==> config.mk <==
export PLATFORM = sky130hd
export DESIGN_NAME = pcie_capability_id_registers
export DESIGN_NICKNAME = d
export VERILOG_FILES = /design/src/capid_pkg.sv /design/src/pcie_capability_id_registers.sv /design/src/level_sync.sv
export SDC_FILE = /design/constraint.sdc
export NUM_CORES = 1
export LEC_CHECK = 0
export ABC_AREA = 1
export BUFFER_PORTS_ARGS = -buffer_cell sky130_fd_sc_hd__clkbuf_2
export CAP_MARGIN = 25
export CORE_ASPECT_RATIO = 0.9
export CORE_MARGIN = 3
export CORE_UTILIZATION = 37
export DETAILED_ROUTE_END_ITERATION = 6
export PLACE_DENSITY = 0.78
export SETUP_SLACK_MARGIN = 0.3
export SLEW_MARGIN = 20
export SYNTH_ARGS = -nofsm -noshare
export SYNTH_HDL_FRONTEND = slang
export SYNTH_SLANG_ARGS = --single-unit
export TNS_END_PERCENT = 1
==> constraint.sdc <==
create_clock -name ref_clk -period 0.8 [get_ports ref_clk]
set_input_delay 0 -clock ref_clk [delete_from_list [all_inputs] [get_ports ref_clk]]
set_output_delay 0 -clock ref_clk [all_outputs]
set_load 0.02 [all_outputs]
==> src/capid_pkg.sv <==
package capid_pkg;

    // ------------------------------------------------------------
    // Register map
    // ------------------------------------------------------------
    localparam int ADDR_W = 8;
    localparam int DATA_W = 32;
    localparam logic [7:0] OFS_CAP_UPPER = 8'he0;
    localparam logic [7:0] OFS_DEV_CAP = 8'he4;

    // ------------------------------------------------------------
    // Capabilities word at OFS_CAP_UPPER (upper half)
    // ------------------------------------------------------------
    localparam int CAP_VER_LSB = 16;
    localparam int CAP_VER_W = 4;
    localparam int PORT_TYPE_LSB = 20;
    localparam int PORT_TYPE_W = 4;
    localparam int SLOT_IMPL_BIT = 24;
    localparam int INT_MSG_LSB = 25;
    localparam int INT_MSG_W = 5;
    localparam int CAP_RSVD_LSB = 30;
    localparam int CAP_RSVD_W = 2;
    localparam logic [3:0] CAP_VER_VAL = 4'h1;
    localparam logic [3:0] PORT_TYPE_UP = 4'h5;
    localparam logic [3:0] PORT_TYPE_DOWN = 4'h6;
    localparam logic [4:0] INT_MSG_VAL = 5'h00;
    localparam logic SLOT_IMPL_RST = 1'b0;

    // ------------------------------------------------------------
    // Device capabilities word at OFS_DEV_CAP
    // ------------------------------------------------------------
    localparam int MPS_LSB = 0;
    localparam int MPS_W = 3;
    localparam int PHANTOM_LSB = 3;
    localparam int PHANTOM_W = 2;
    localparam int EXT_TAG_BIT = 5;
    localparam int L0S_LSB = 6;
    localparam int L0S_W = 3;
    localparam int L1_LSB = 9;
    localparam int L1_W = 3;
    localparam int RSVD_A_LSB = 12;
    localparam int RSVD_A_W = 3;
    localparam int RBER_BIT = 15;
    localparam int RSVD_B_LSB = 16;
    localparam int RSVD_B_W = 2;
    localparam int SPL_VAL_LSB = 18;
    localparam int SPL_VAL_W = 8;
    localparam int SPL_SCALE_LSB = 26;
    localparam int SPL_SCALE_W = 2;
    localparam int RSVD_C_LSB = 28;
    localparam int RSVD_C_W = 4;
    localparam logic [2:0] MPS_RST = 3'h1;
    localparam logic [1:0] PHANTOM_VAL = 2'h0;
    localparam logic EXT_TAG_VAL = 1'b0;
    localparam logic [2:0] L0S_VAL = 3'h0;
    localparam logic [2:0] L1_VAL = 3'h0;
    localparam logic RBER_RST = 1'b1;
    localparam logic [7:0] SPL_VAL_RST = 8'h00;
    localparam logic [1:0] SPL_SCALE_RST = 2'h0;

    // ------------------------------------------------------------
    // Timing
    // ------------------------------------------------------------
    localparam int SYNC_STAGES = 2;

    // ------------------------------------------------------------
    // Types
    // ------------------------------------------------------------
    typedef enum logic [1:0] {
        FLD_SLOT_IMPL = 2'h0,
        FLD_MPS = 2'h1,
        FLD_RBER = 2'h2
    } initField_e;

    typedef struct packed {
        logic valid;
        initField_e field;
        logic [7:0] data;
    } initLoad_s;

    typedef struct packed {
        logic valid;
        logic [7:0] value;
        logic [1:0] scale;
    } slotPwrMsg_s;

endpackage

==> src/pcie_capability_id_registers.sv <==
// The strobed register port was chosen for this implementation.
module pcie_capability_id_registers #(
    parameter bit IS_UPSTREAM = 1'b1
) (
    // Clock and reset
    input wire logic ref_clk,
    input wire logic sys_rst,
    // Register port
    input wire logic [capid_pkg::ADDR_W-1:0] regAddr,
    input wire logic [capid_pkg::DATA_W-1:0] regWrData,
    input wire logic regWr,
    input wire logic regRd,
    output logic [capid_pkg::DATA_W-1:0] regRdData,
    // Strap pin and hardware initialisation loads
    input wire logic slotStrap,
    input wire capid_pkg::initLoad_s initLoad,
    // Received slot power limit message
    input wire capid_pkg::slotPwrMsg_s slotPwrMsg,
    // Strap capture finished
    output logic strapDone
);

    // ------------------------------------------------------------
    // Decoding and word assembly
    // ------------------------------------------------------------
    function automatic logic hitsAddr(input logic [capid_pkg::ADDR_W-1:0] addr,
                                      input logic [capid_pkg::ADDR_W-1:0] ofs);
        hitsAddr = (addr == ofs);
    endfunction

    localparam logic [3:0] PORT_TYPE_RST = IS_UPSTREAM ? capid_pkg::PORT_TYPE_UP
                                                       : capid_pkg::PORT_TYPE_DOWN;

    typedef enum logic [1:0] {
        ST_SETTLE0 = 2'b00,
        ST_SETTLE1 = 2'b01,
        ST_CAPTURE = 2'b11,
        ST_DONE = 2'b10
    } strap_e;

    strap_e strapState_q;
    strap_e strapState_d;
    logic slotImpl_q;
    logic slotImpl_d;
    logic [2:0] mps_q;
    logic [2:0] mps_d;
    logic rber_q;
    logic rber_d;
    logic [7:0] splVal_q;
    logic [7:0] splVal_d;
    logic [1:0] splScale_q;
    logic [1:0] splScale_d;
    logic [capid_pkg::DATA_W-1:0] rdData_q;
    logic [capid_pkg::DATA_W-1:0] rdData_d;
    logic [capid_pkg::DATA_W-1:0] capWord;
    logic [capid_pkg::DATA_W-1:0] devWord;
    logic strapSync;
    logic unusedWr;

    // ------------------------------------------------------------
    // Strap pin synchroniser
    // ------------------------------------------------------------
    level_sync #(
        .WIDTH(1)
    ) u_strap_sync (
        .ref_clk(ref_clk),
        .sys_rst(sys_rst),
        .asyncIn(slotStrap),
        .syncOut(strapSync)
    );

    // ------------------------------------------------------------
    // Strap capture sequence
    // ------------------------------------------------------------
    // The synchroniser is cleared by reset, so the strap is taken only
    // once both stages hold the pin level again.
    always_comb begin
        case (strapState_q)
            ST_SETTLE0: strapState_d = ST_SETTLE1;
            ST_SETTLE1: strapState_d = ST_CAPTURE;
            ST_CAPTURE: strapState_d = ST_DONE;
            ST_DONE: strapState_d = ST_DONE;
            default: strapState_d = ST_SETTLE0;
        endcase
    end

    always_ff @(posedge ref_clk) begin
        if (sys_rst) begin
            strapState_q <= ST_SETTLE0;
        end else begin
            strapState_q <= strapState_d;
        end
    end

    assign strapDone = (strapState_q == ST_DONE);

    // ------------------------------------------------------------
    // Loadable fields
    // ------------------------------------------------------------
    // A load from the init port wins over the strap in the same cycle,
    // since SMBus and EEPROM values are meant to override the pin.
    always_comb begin
        slotImpl_d = slotImpl_q;
        mps_d = mps_q;
        rber_d = rber_q;
        if (strapState_q == ST_CAPTURE) begin
            slotImpl_d = strapSync;
        end
        if (initLoad.valid) begin
            case (initLoad.field)
                capid_pkg::FLD_SLOT_IMPL: slotImpl_d = initLoad.data[0];
                capid_pkg::FLD_MPS: mps_d = initLoad.data[2:0];
                capid_pkg::FLD_RBER: rber_d = initLoad.data[0];
                default: slotImpl_d = slotImpl_q;
            endcase
        end
    end

    always_ff @(posedge ref_clk) begin
        if (sys_rst) begin
            slotImpl_q <= capid_pkg::SLOT_IMPL_RST;
            mps_q <= capid_pkg::MPS_RST;
            rber_q <= capid_pkg::RBER_RST;
        end else begin
            slotImpl_q <= slotImpl_d;
            mps_q <= mps_d;
            rber_q <= rber_d;
        end
    end

    // ------------------------------------------------------------
    // Captured slot power limit
    // ------------------------------------------------------------
    // Value and scale always move together so software never sees a
    // value paired with the scale of an older message.
    always_comb begin
        splVal_d = splVal_q;
        splScale_d = splScale_q;
        if (IS_UPSTREAM && slotPwrMsg.valid) begin
            splVal_d = slotPwrMsg.value;
            splScale_d = slotPwrMsg.scale;
        end
    end

    always_ff @(posedge ref_clk) begin
        if (sys_rst) begin
            splVal_q <= capid_pkg::SPL_VAL_RST;
            splScale_q <= capid_pkg::SPL_SCALE_RST;
        end else begin
            splVal_q <= splVal_d;
            splScale_q <= splScale_d;
        end
    end

    // ------------------------------------------------------------
    // Read words
    // ------------------------------------------------------------
    always_comb begin
        capWord = '0;
        capWord[capid_pkg::CAP_VER_LSB +: capid_pkg::CAP_VER_W] = capid_pkg::CAP_VER_VAL;
        capWord[capid_pkg::PORT_TYPE_LSB +: capid_pkg::PORT_TYPE_W] = PORT_TYPE_RST;
        capWord[capid_pkg::SLOT_IMPL_BIT] = IS_UPSTREAM ? 1'b0 : slotImpl_q;
        capWord[capid_pkg::INT_MSG_LSB +: capid_pkg::INT_MSG_W] = capid_pkg::INT_MSG_VAL;
    end

    always_comb begin
        devWord = '0;
        devWord[capid_pkg::MPS_LSB +: capid_pkg::MPS_W] = mps_q;
        devWord[capid_pkg::PHANTOM_LSB +: capid_pkg::PHANTOM_W] = capid_pkg::PHANTOM_VAL;
        devWord[capid_pkg::EXT_TAG_BIT] = capid_pkg::EXT_TAG_VAL;
        devWord[capid_pkg::L0S_LSB +: capid_pkg::L0S_W] = capid_pkg::L0S_VAL;
        devWord[capid_pkg::L1_LSB +: capid_pkg::L1_W] = capid_pkg::L1_VAL;
        devWord[capid_pkg::RBER_BIT] = rber_q;
        devWord[capid_pkg::SPL_VAL_LSB +: capid_pkg::SPL_VAL_W] = splVal_q;
        devWord[capid_pkg::SPL_SCALE_LSB +: capid_pkg::SPL_SCALE_W] = splScale_q;
    end

    // ------------------------------------------------------------
    // Register port
    // ------------------------------------------------------------
    // Every field is read-only, so a write strobe is accepted and dropped.
    assign unusedWr = regWr & (|regWrData);

    always_comb begin
        rdData_d = '0;
        if (regRd && hitsAddr(regAddr, capid_pkg::OFS_CAP_UPPER)) begin
            rdData_d = capWord;
        end else if (regRd && hitsAddr(regAddr, capid_pkg::OFS_DEV_CAP)) begin
            rdData_d = devWord;
        end
    end

    always_ff @(posedge ref_clk) begin
        if (sys_rst) begin
            rdData_q <= '0;
        end else begin
            rdData_q <= rdData_d;
        end
    end

    assign regRdData = rdData_q;

    // ------------------------------------------------------------
    // Checks
    // ------------------------------------------------------------
    chk_cap_version: assert property (
        @(posedge ref_clk) disable iff (sys_rst)
        (regRd && hitsAddr(regAddr, capid_pkg::OFS_CAP_UPPER)) |=>
        (regRdData[19:16] == 4'h1))
        else $error("capability version wrong");

    chk_port_type: assert property (
        @(posedge ref_clk) disable iff (sys_rst)
        (regRd && hitsAddr(regAddr, capid_pkg::OFS_CAP_UPPER)) |=>
        (regRdData[23:20] == (IS_UPSTREAM ? 4'h5 : 4'h6)))
        else $error("port type wrong");

    chk_slot_read: assert property (
        @(posedge ref_clk) disable iff (sys_rst)
        (regRd && hitsAddr(regAddr, capid_pkg::OFS_CAP_UPPER)) |=>
        (regRdData[24] == (IS_UPSTREAM ? 1'b0 : $past(slotImpl_q))))
        else $error("slot implemented bit wrong");

    chk_slot_strap: assert property (
        @(posedge ref_clk) disable iff (sys_rst)
        (strapState_q == ST_CAPTURE && !initLoad.valid) |=>
        (slotImpl_q == $past(strapSync)) ##1 (strapState_q == ST_DONE))
        else $error("strap not captured");

    chk_slot_nowrite: assert property (
        @(posedge ref_clk) disable iff (sys_rst)
        (regWr && !initLoad.valid && strapState_q == ST_DONE) |=> $stable(slotImpl_q))
        else $error("software write changed slot bit");

    chk_int_msg: assert property (
        @(posedge ref_clk) disable iff (sys_rst)
        (regRd && hitsAddr(regAddr, capid_pkg::OFS_CAP_UPPER)) |=>
        (regRdData[29:25] == 5'h00))
        else $error("interrupt message number not zero");

    chk_mps_reset: assert property (
        @(posedge ref_clk)
        (sys_rst ##1 !sys_rst) |-> (mps_q == 3'h1))
        else $error("max payload reset value wrong");

    chk_phantom_zero: assert property (
        @(posedge ref_clk) disable iff (sys_rst)
        (regRd && hitsAddr(regAddr, capid_pkg::OFS_DEV_CAP)) |=> (regRdData[4:3] == 2'h0))
        else $error("phantom field not zero");

    chk_ext_tag: assert property (
        @(posedge ref_clk) disable iff (sys_rst)
        (regRd && hitsAddr(regAddr, capid_pkg::OFS_DEV_CAP)) |=> !regRdData[5])
        else $error("extended tag bit set");

    chk_l0s_latency: assert property (
        @(posedge ref_clk) disable iff (sys_rst)
        (regRd && hitsAddr(regAddr, capid_pkg::OFS_DEV_CAP)) |=> (regRdData[8:6] == 3'h0))
        else $error("L0s latency not zero");

    chk_l1_latency: assert property (
        @(posedge ref_clk) disable iff (sys_rst)
        (regRd && hitsAddr(regAddr, capid_pkg::OFS_DEV_CAP)) |=> (regRdData[11:9] == 3'h0))
        else $error("L1 latency not zero");

    chk_rber_reset: assert property (
        @(posedge ref_clk)
        (sys_rst ##1 !sys_rst) |-> rber_q)
        else $error("role-based error bit reset wrong");

    chk_spl_value: assert property (
        @(posedge ref_clk) disable iff (sys_rst)
        (slotPwrMsg.valid && IS_UPSTREAM) ##1 (regRd && hitsAddr(regAddr, capid_pkg::OFS_DEV_CAP)
        && !slotPwrMsg.valid) |=> (regRdData[25:18] == $past(slotPwrMsg.value, 2)))
        else $error("slot power value not captured");

    chk_spl_scale: assert property (
        @(posedge ref_clk) disable iff (sys_rst)
        slotPwrMsg.valid |=> (splScale_q == (IS_UPSTREAM ? $past(slotPwrMsg.scale) : 2'h0)))
        else $error("slot power scale not captured");

    chk_reserved_zero: assert property (
        @(posedge ref_clk) disable iff (sys_rst)
        (regRd && hitsAddr(regAddr, capid_pkg::OFS_DEV_CAP)) |=>
        (regRdData[14:12] == 3'h0 && regRdData[17:16] == 2'h0 && regRdData[31:28] == 4'h0))
        else $error("reserved bits not zero");

    chk_idle_zero: assert property (
        @(posedge ref_clk) disable iff (sys_rst)
        (!regRd || !(hitsAddr(regAddr, capid_pkg::OFS_CAP_UPPER)
        || hitsAddr(regAddr, capid_pkg::OFS_DEV_CAP))) |=> (regRdData == 32'h0000_0000))
        else $error("read data outside answer cycle");

endmodule // pcie_capability_id_registers

==> src/level_sync.sv <==
module level_sync #(
    parameter int WIDTH = 1
) (
    // Clock and reset
    input wire logic ref_clk,
    input wire logic sys_rst,
    // Levels
    input wire logic [WIDTH-1:0] asyncIn,
    output logic [WIDTH-1:0] syncOut
);

    logic [WIDTH-1:0] stage1_q;
    logic [WIDTH-1:0] stage1_d;
    logic [WIDTH-1:0] stage2_q;
    logic [WIDTH-1:0] stage2_d;

    always_comb begin
        stage1_d = asyncIn;
        stage2_d = stage1_q;
    end

    always_ff @(posedge ref_clk) begin
        if (sys_rst) begin
            stage1_q <= '0;
            stage2_q <= '0;
        end else begin
            stage1_q <= stage1_d;
            stage2_q <= stage2_d;
        end
    end

    assign syncOut = stage2_q;

endmodule // level_sync

==> flow_metrics.py <==
metrics = {
    "worst_setup_path": {
        "path_class": "flop to output port",
        "path_max_fanout": 2,
        "rr_worst_depth": 3,
        "cp_data_arrival_time_ps": 920,
        "cp-end-kind": "output port",
        "max_stage_delay_ps": 340,
        "crit_chain": "inv_2 > nor2_2 > clkbuf_8",
        "crit_required_ps": 800,
        "crit_path_top_delay_cell": "dfxtp_2",
        "cp-start-kind": "flop",
    },
    "logic_synthesis": {
        "ys_warn_count": 0,
        "yosysUniqueCellTypes": 18,
        "synth_top_cell_area_share": 0.522,
        "synth.avg_cell_area_sq_um": 8.56,
        "synth_seq_cells": 31,
        "syn_area_sq_um": 1190,
        "synth.area.top_cells": "dfxtp_1, buf_4, inv_1, nor2_1, o21ai_0",
        "yosysTopAreaCell": "dfxtp_1",
        "synthCells": 139,
        "synth_ff_type": "dfxtp_1",
        "synth_enable_flop_cells": 0,
        "synthTopCellsByCount": "dfxtp_1, inv_1, nor2_1, buf_4, o21ai_0",
        "yosysMostFrequentCell": "dfxtp_1",
        "async_reset_ff_frac": 0,
        "yosysSeqAreaShare": 0.522,
    },
    "place": {
        "numPortBuffers": 43,
        "hpwl_um": 1630,
        "preCtsSetupSlack_ps": -48.9,
        "place_congestion": 0.699,
        "dp_cells": 222,
    },
    "floorplan": {
        "die_w_um": 65.8,
        "die_height_um": 59.8,
        "initial_core_util": 0.410,
        "core_sq_um": 2910,
        "die_area_sq_um": 3930,
        "ioPinCount": 100,
        "placementRows": 18,
    },
    "clock_tree": {
        "root_buffer": "clkbuf_4",
        "clk_pin_slew_ps": 90,
        "h-tree-depth": 2,
        "cts_tree": "done",
        "clk_latency_ps": 320,
        "numClockSinks": 31,
        "cts_inserted_buffers": 5,
        "cts_buffer_depth": 2,
    },
    "timing": {
        "rsz0062_at_grt": "true",
        "setup_viol": 1,
        "fmax_mhz": 1090,
        "hold_violations": 19,
        "holdWs_ps": -159,
        "maxSlewViolCount": 0,
        "fin_crit_sh": 1.15,
        "finalSetupTns_ps": -116,
        "setup_ws_ps": -116,
        "worst_clock_skew_ps": 7.53,
        "finalCriticalPeriod_ps": 916,
    },
    "outcome": {
        "outcome": "complete, but fails checks",
        "violations": "negative hold slack, negative setup slack",
    },
    "cells_and_area": {
        "layout.area.seq_sq_um": 657,
        "finalNonFillerCells": 231,
        "n_fill_cell": 250,
        "final_nets": 257,
        "n_antenna_cell": 0,
        "multiInputGateArea_sq_um": 455,
        "area.growth.synth_to_final_pct": 45.3,
        "final_layout_size_suffix_gt1_frac": 0.660,
    },
    "power": {
        "netSwitchingFraction": 0.255,
        "seq_power_share": 0.539,
        "p_per_area_nw_per_um2": 1750,
        "p_int_mw": 2.26,
        "p_leak_nw": 0.828,
        "irDropWorstVdd_uv": 642,
        "switchingPower_uw": 772,
        "power_frac_clock": 0.342,
        "combPwrFrac": 0.118,
    },
    "drt": {
        "routed_wl_um": 2420,
        "drtIter0Drc": 39,
        "dr_total_vias": 952,
        "vias_per_cell": 4.12,
        "wl_per_cell_um": 10.5,
        "post-route-drc-count": 0,
        "firstDrtPassIters": 2,
        "drt.antenna.violating_nets": 0,
    },
    "global_route": {
        "grtUsageTotal": 0.137,
        "grt_max_degree": 14,
        "antenna_found_initial": 0,
        "grt_overflow": 0,
        "grt_pass1_vias": 936,
        "grt_pass1_wl_um": 3950,
    },
    "hold_path": {
        "hp-class": "primary input to flop",
        "hold_depth": 2,
    },
    "flow_run": {
        "drv_cap": 0,
    },
}
[placed cells by master (no fill, tap or decap), drive strengths merged]
cell	count
clkbuf	36
dfxtp	31
o21ai	13
nor2	30
conb	17
nand3	3
nor3	3
a21oi	9
nand3b	1
nand2	4
inv	23
o211ai	1
buf	20
[logic make-up (layout without fill, tap and decap cells)]
family                 Yosys count  in the layout  synth area share
flip-flops                      31             31             0.522
AO/OA/AOI/OAI                   23             23            0.0988
AND/OR/NAND/NOR                 41             41             0.179
other                            1             17           0.00315
buffers and inverters           43             79             0.198
[power by group through the flow]
stage | clock network (mW) | registers (mW) | logic [mW]
final | 1.04 | 1.63 | 0.359
after global placement | 0 | 1.65 | 0.300
after detailed placement | 0 | 1.65 | 0.305
after global routing | 1.13 | 1.64 | 0.399
after CTS | 1.03 | 1.63 | 0.347
after floorplan | 0 | 1.65 | 0.261
[timing repair]
action | CTS | global route
endpoints found under the setup margin | 46 | 46
hold endpoints to repair | 19 | 17
gates resized for setup | 83 | 25
pin swaps | 36 | 32
setup buffers | 1 | 0
[metal layers]
metal	global-route usage	routed length, um	up-vias
met5	0	0	-
li1	-	-	494
met1	0.151	1060	414
met4	0.0533	28	0
met3	0.0639	212	4
met2	0.229	1120	40
[cell type report]
type	count	share of cell area
multi-input combinational	81	0.263
sequential	31	0.380
tap	40	0.0289
clock buffer	8	0.0398
timing repair buffer	48	0.238
inverter	23	0.0499
[worst max-delay path, delay by kind of cell, from the launching register on]
| family | cells | cell delay, ps |
|---|---|---|
| DFF | 1 | 340 |
| buffers and inverters | 2 | 180 |
| and+or+nand+nor | 1 | 80 |
[flip-flops by register name (all words and copies together) (netlist names)]
| name | flops |
|---|---|
| rber_q | 1 |
| splVal_q | 8 |
| splScale_q | 2 |
| mps_q | 3 |
| regRdData | 15 |
| strapState_q | 2 |
[path summary, 6_finish.rpt]
path | from | endpoint | slack, ps
worst max-delay path | strapState_q[1] | strapDone | -120
worst max register to register | strapState_q[1] | strapState_q[1] | 130
worst min-delay path | regAddr[2] | regRdData[16] | -160
worst min register to register | mps_q[0] | regRdData[0] | 430
[metrics by stage]
| stage | instance area (sq um) | util | power, mW |
|---|---|---|---|
| 2_1_floorplan | 1250 | - | 1.91 |
| 3_3_place_gp | 1400 | 0.481 | 1.95 |
| 3_5_place_dp | 1400 | 0.481 | 1.96 |
| 4_1_cts | 1690 | 0.580 | 3.01 |
| 5_1_grt | 1730 | 0.595 | 3.17 |
| 6_report | 1730 | 0.595 | 3.03 |
(Power assumes the default switching activity.)
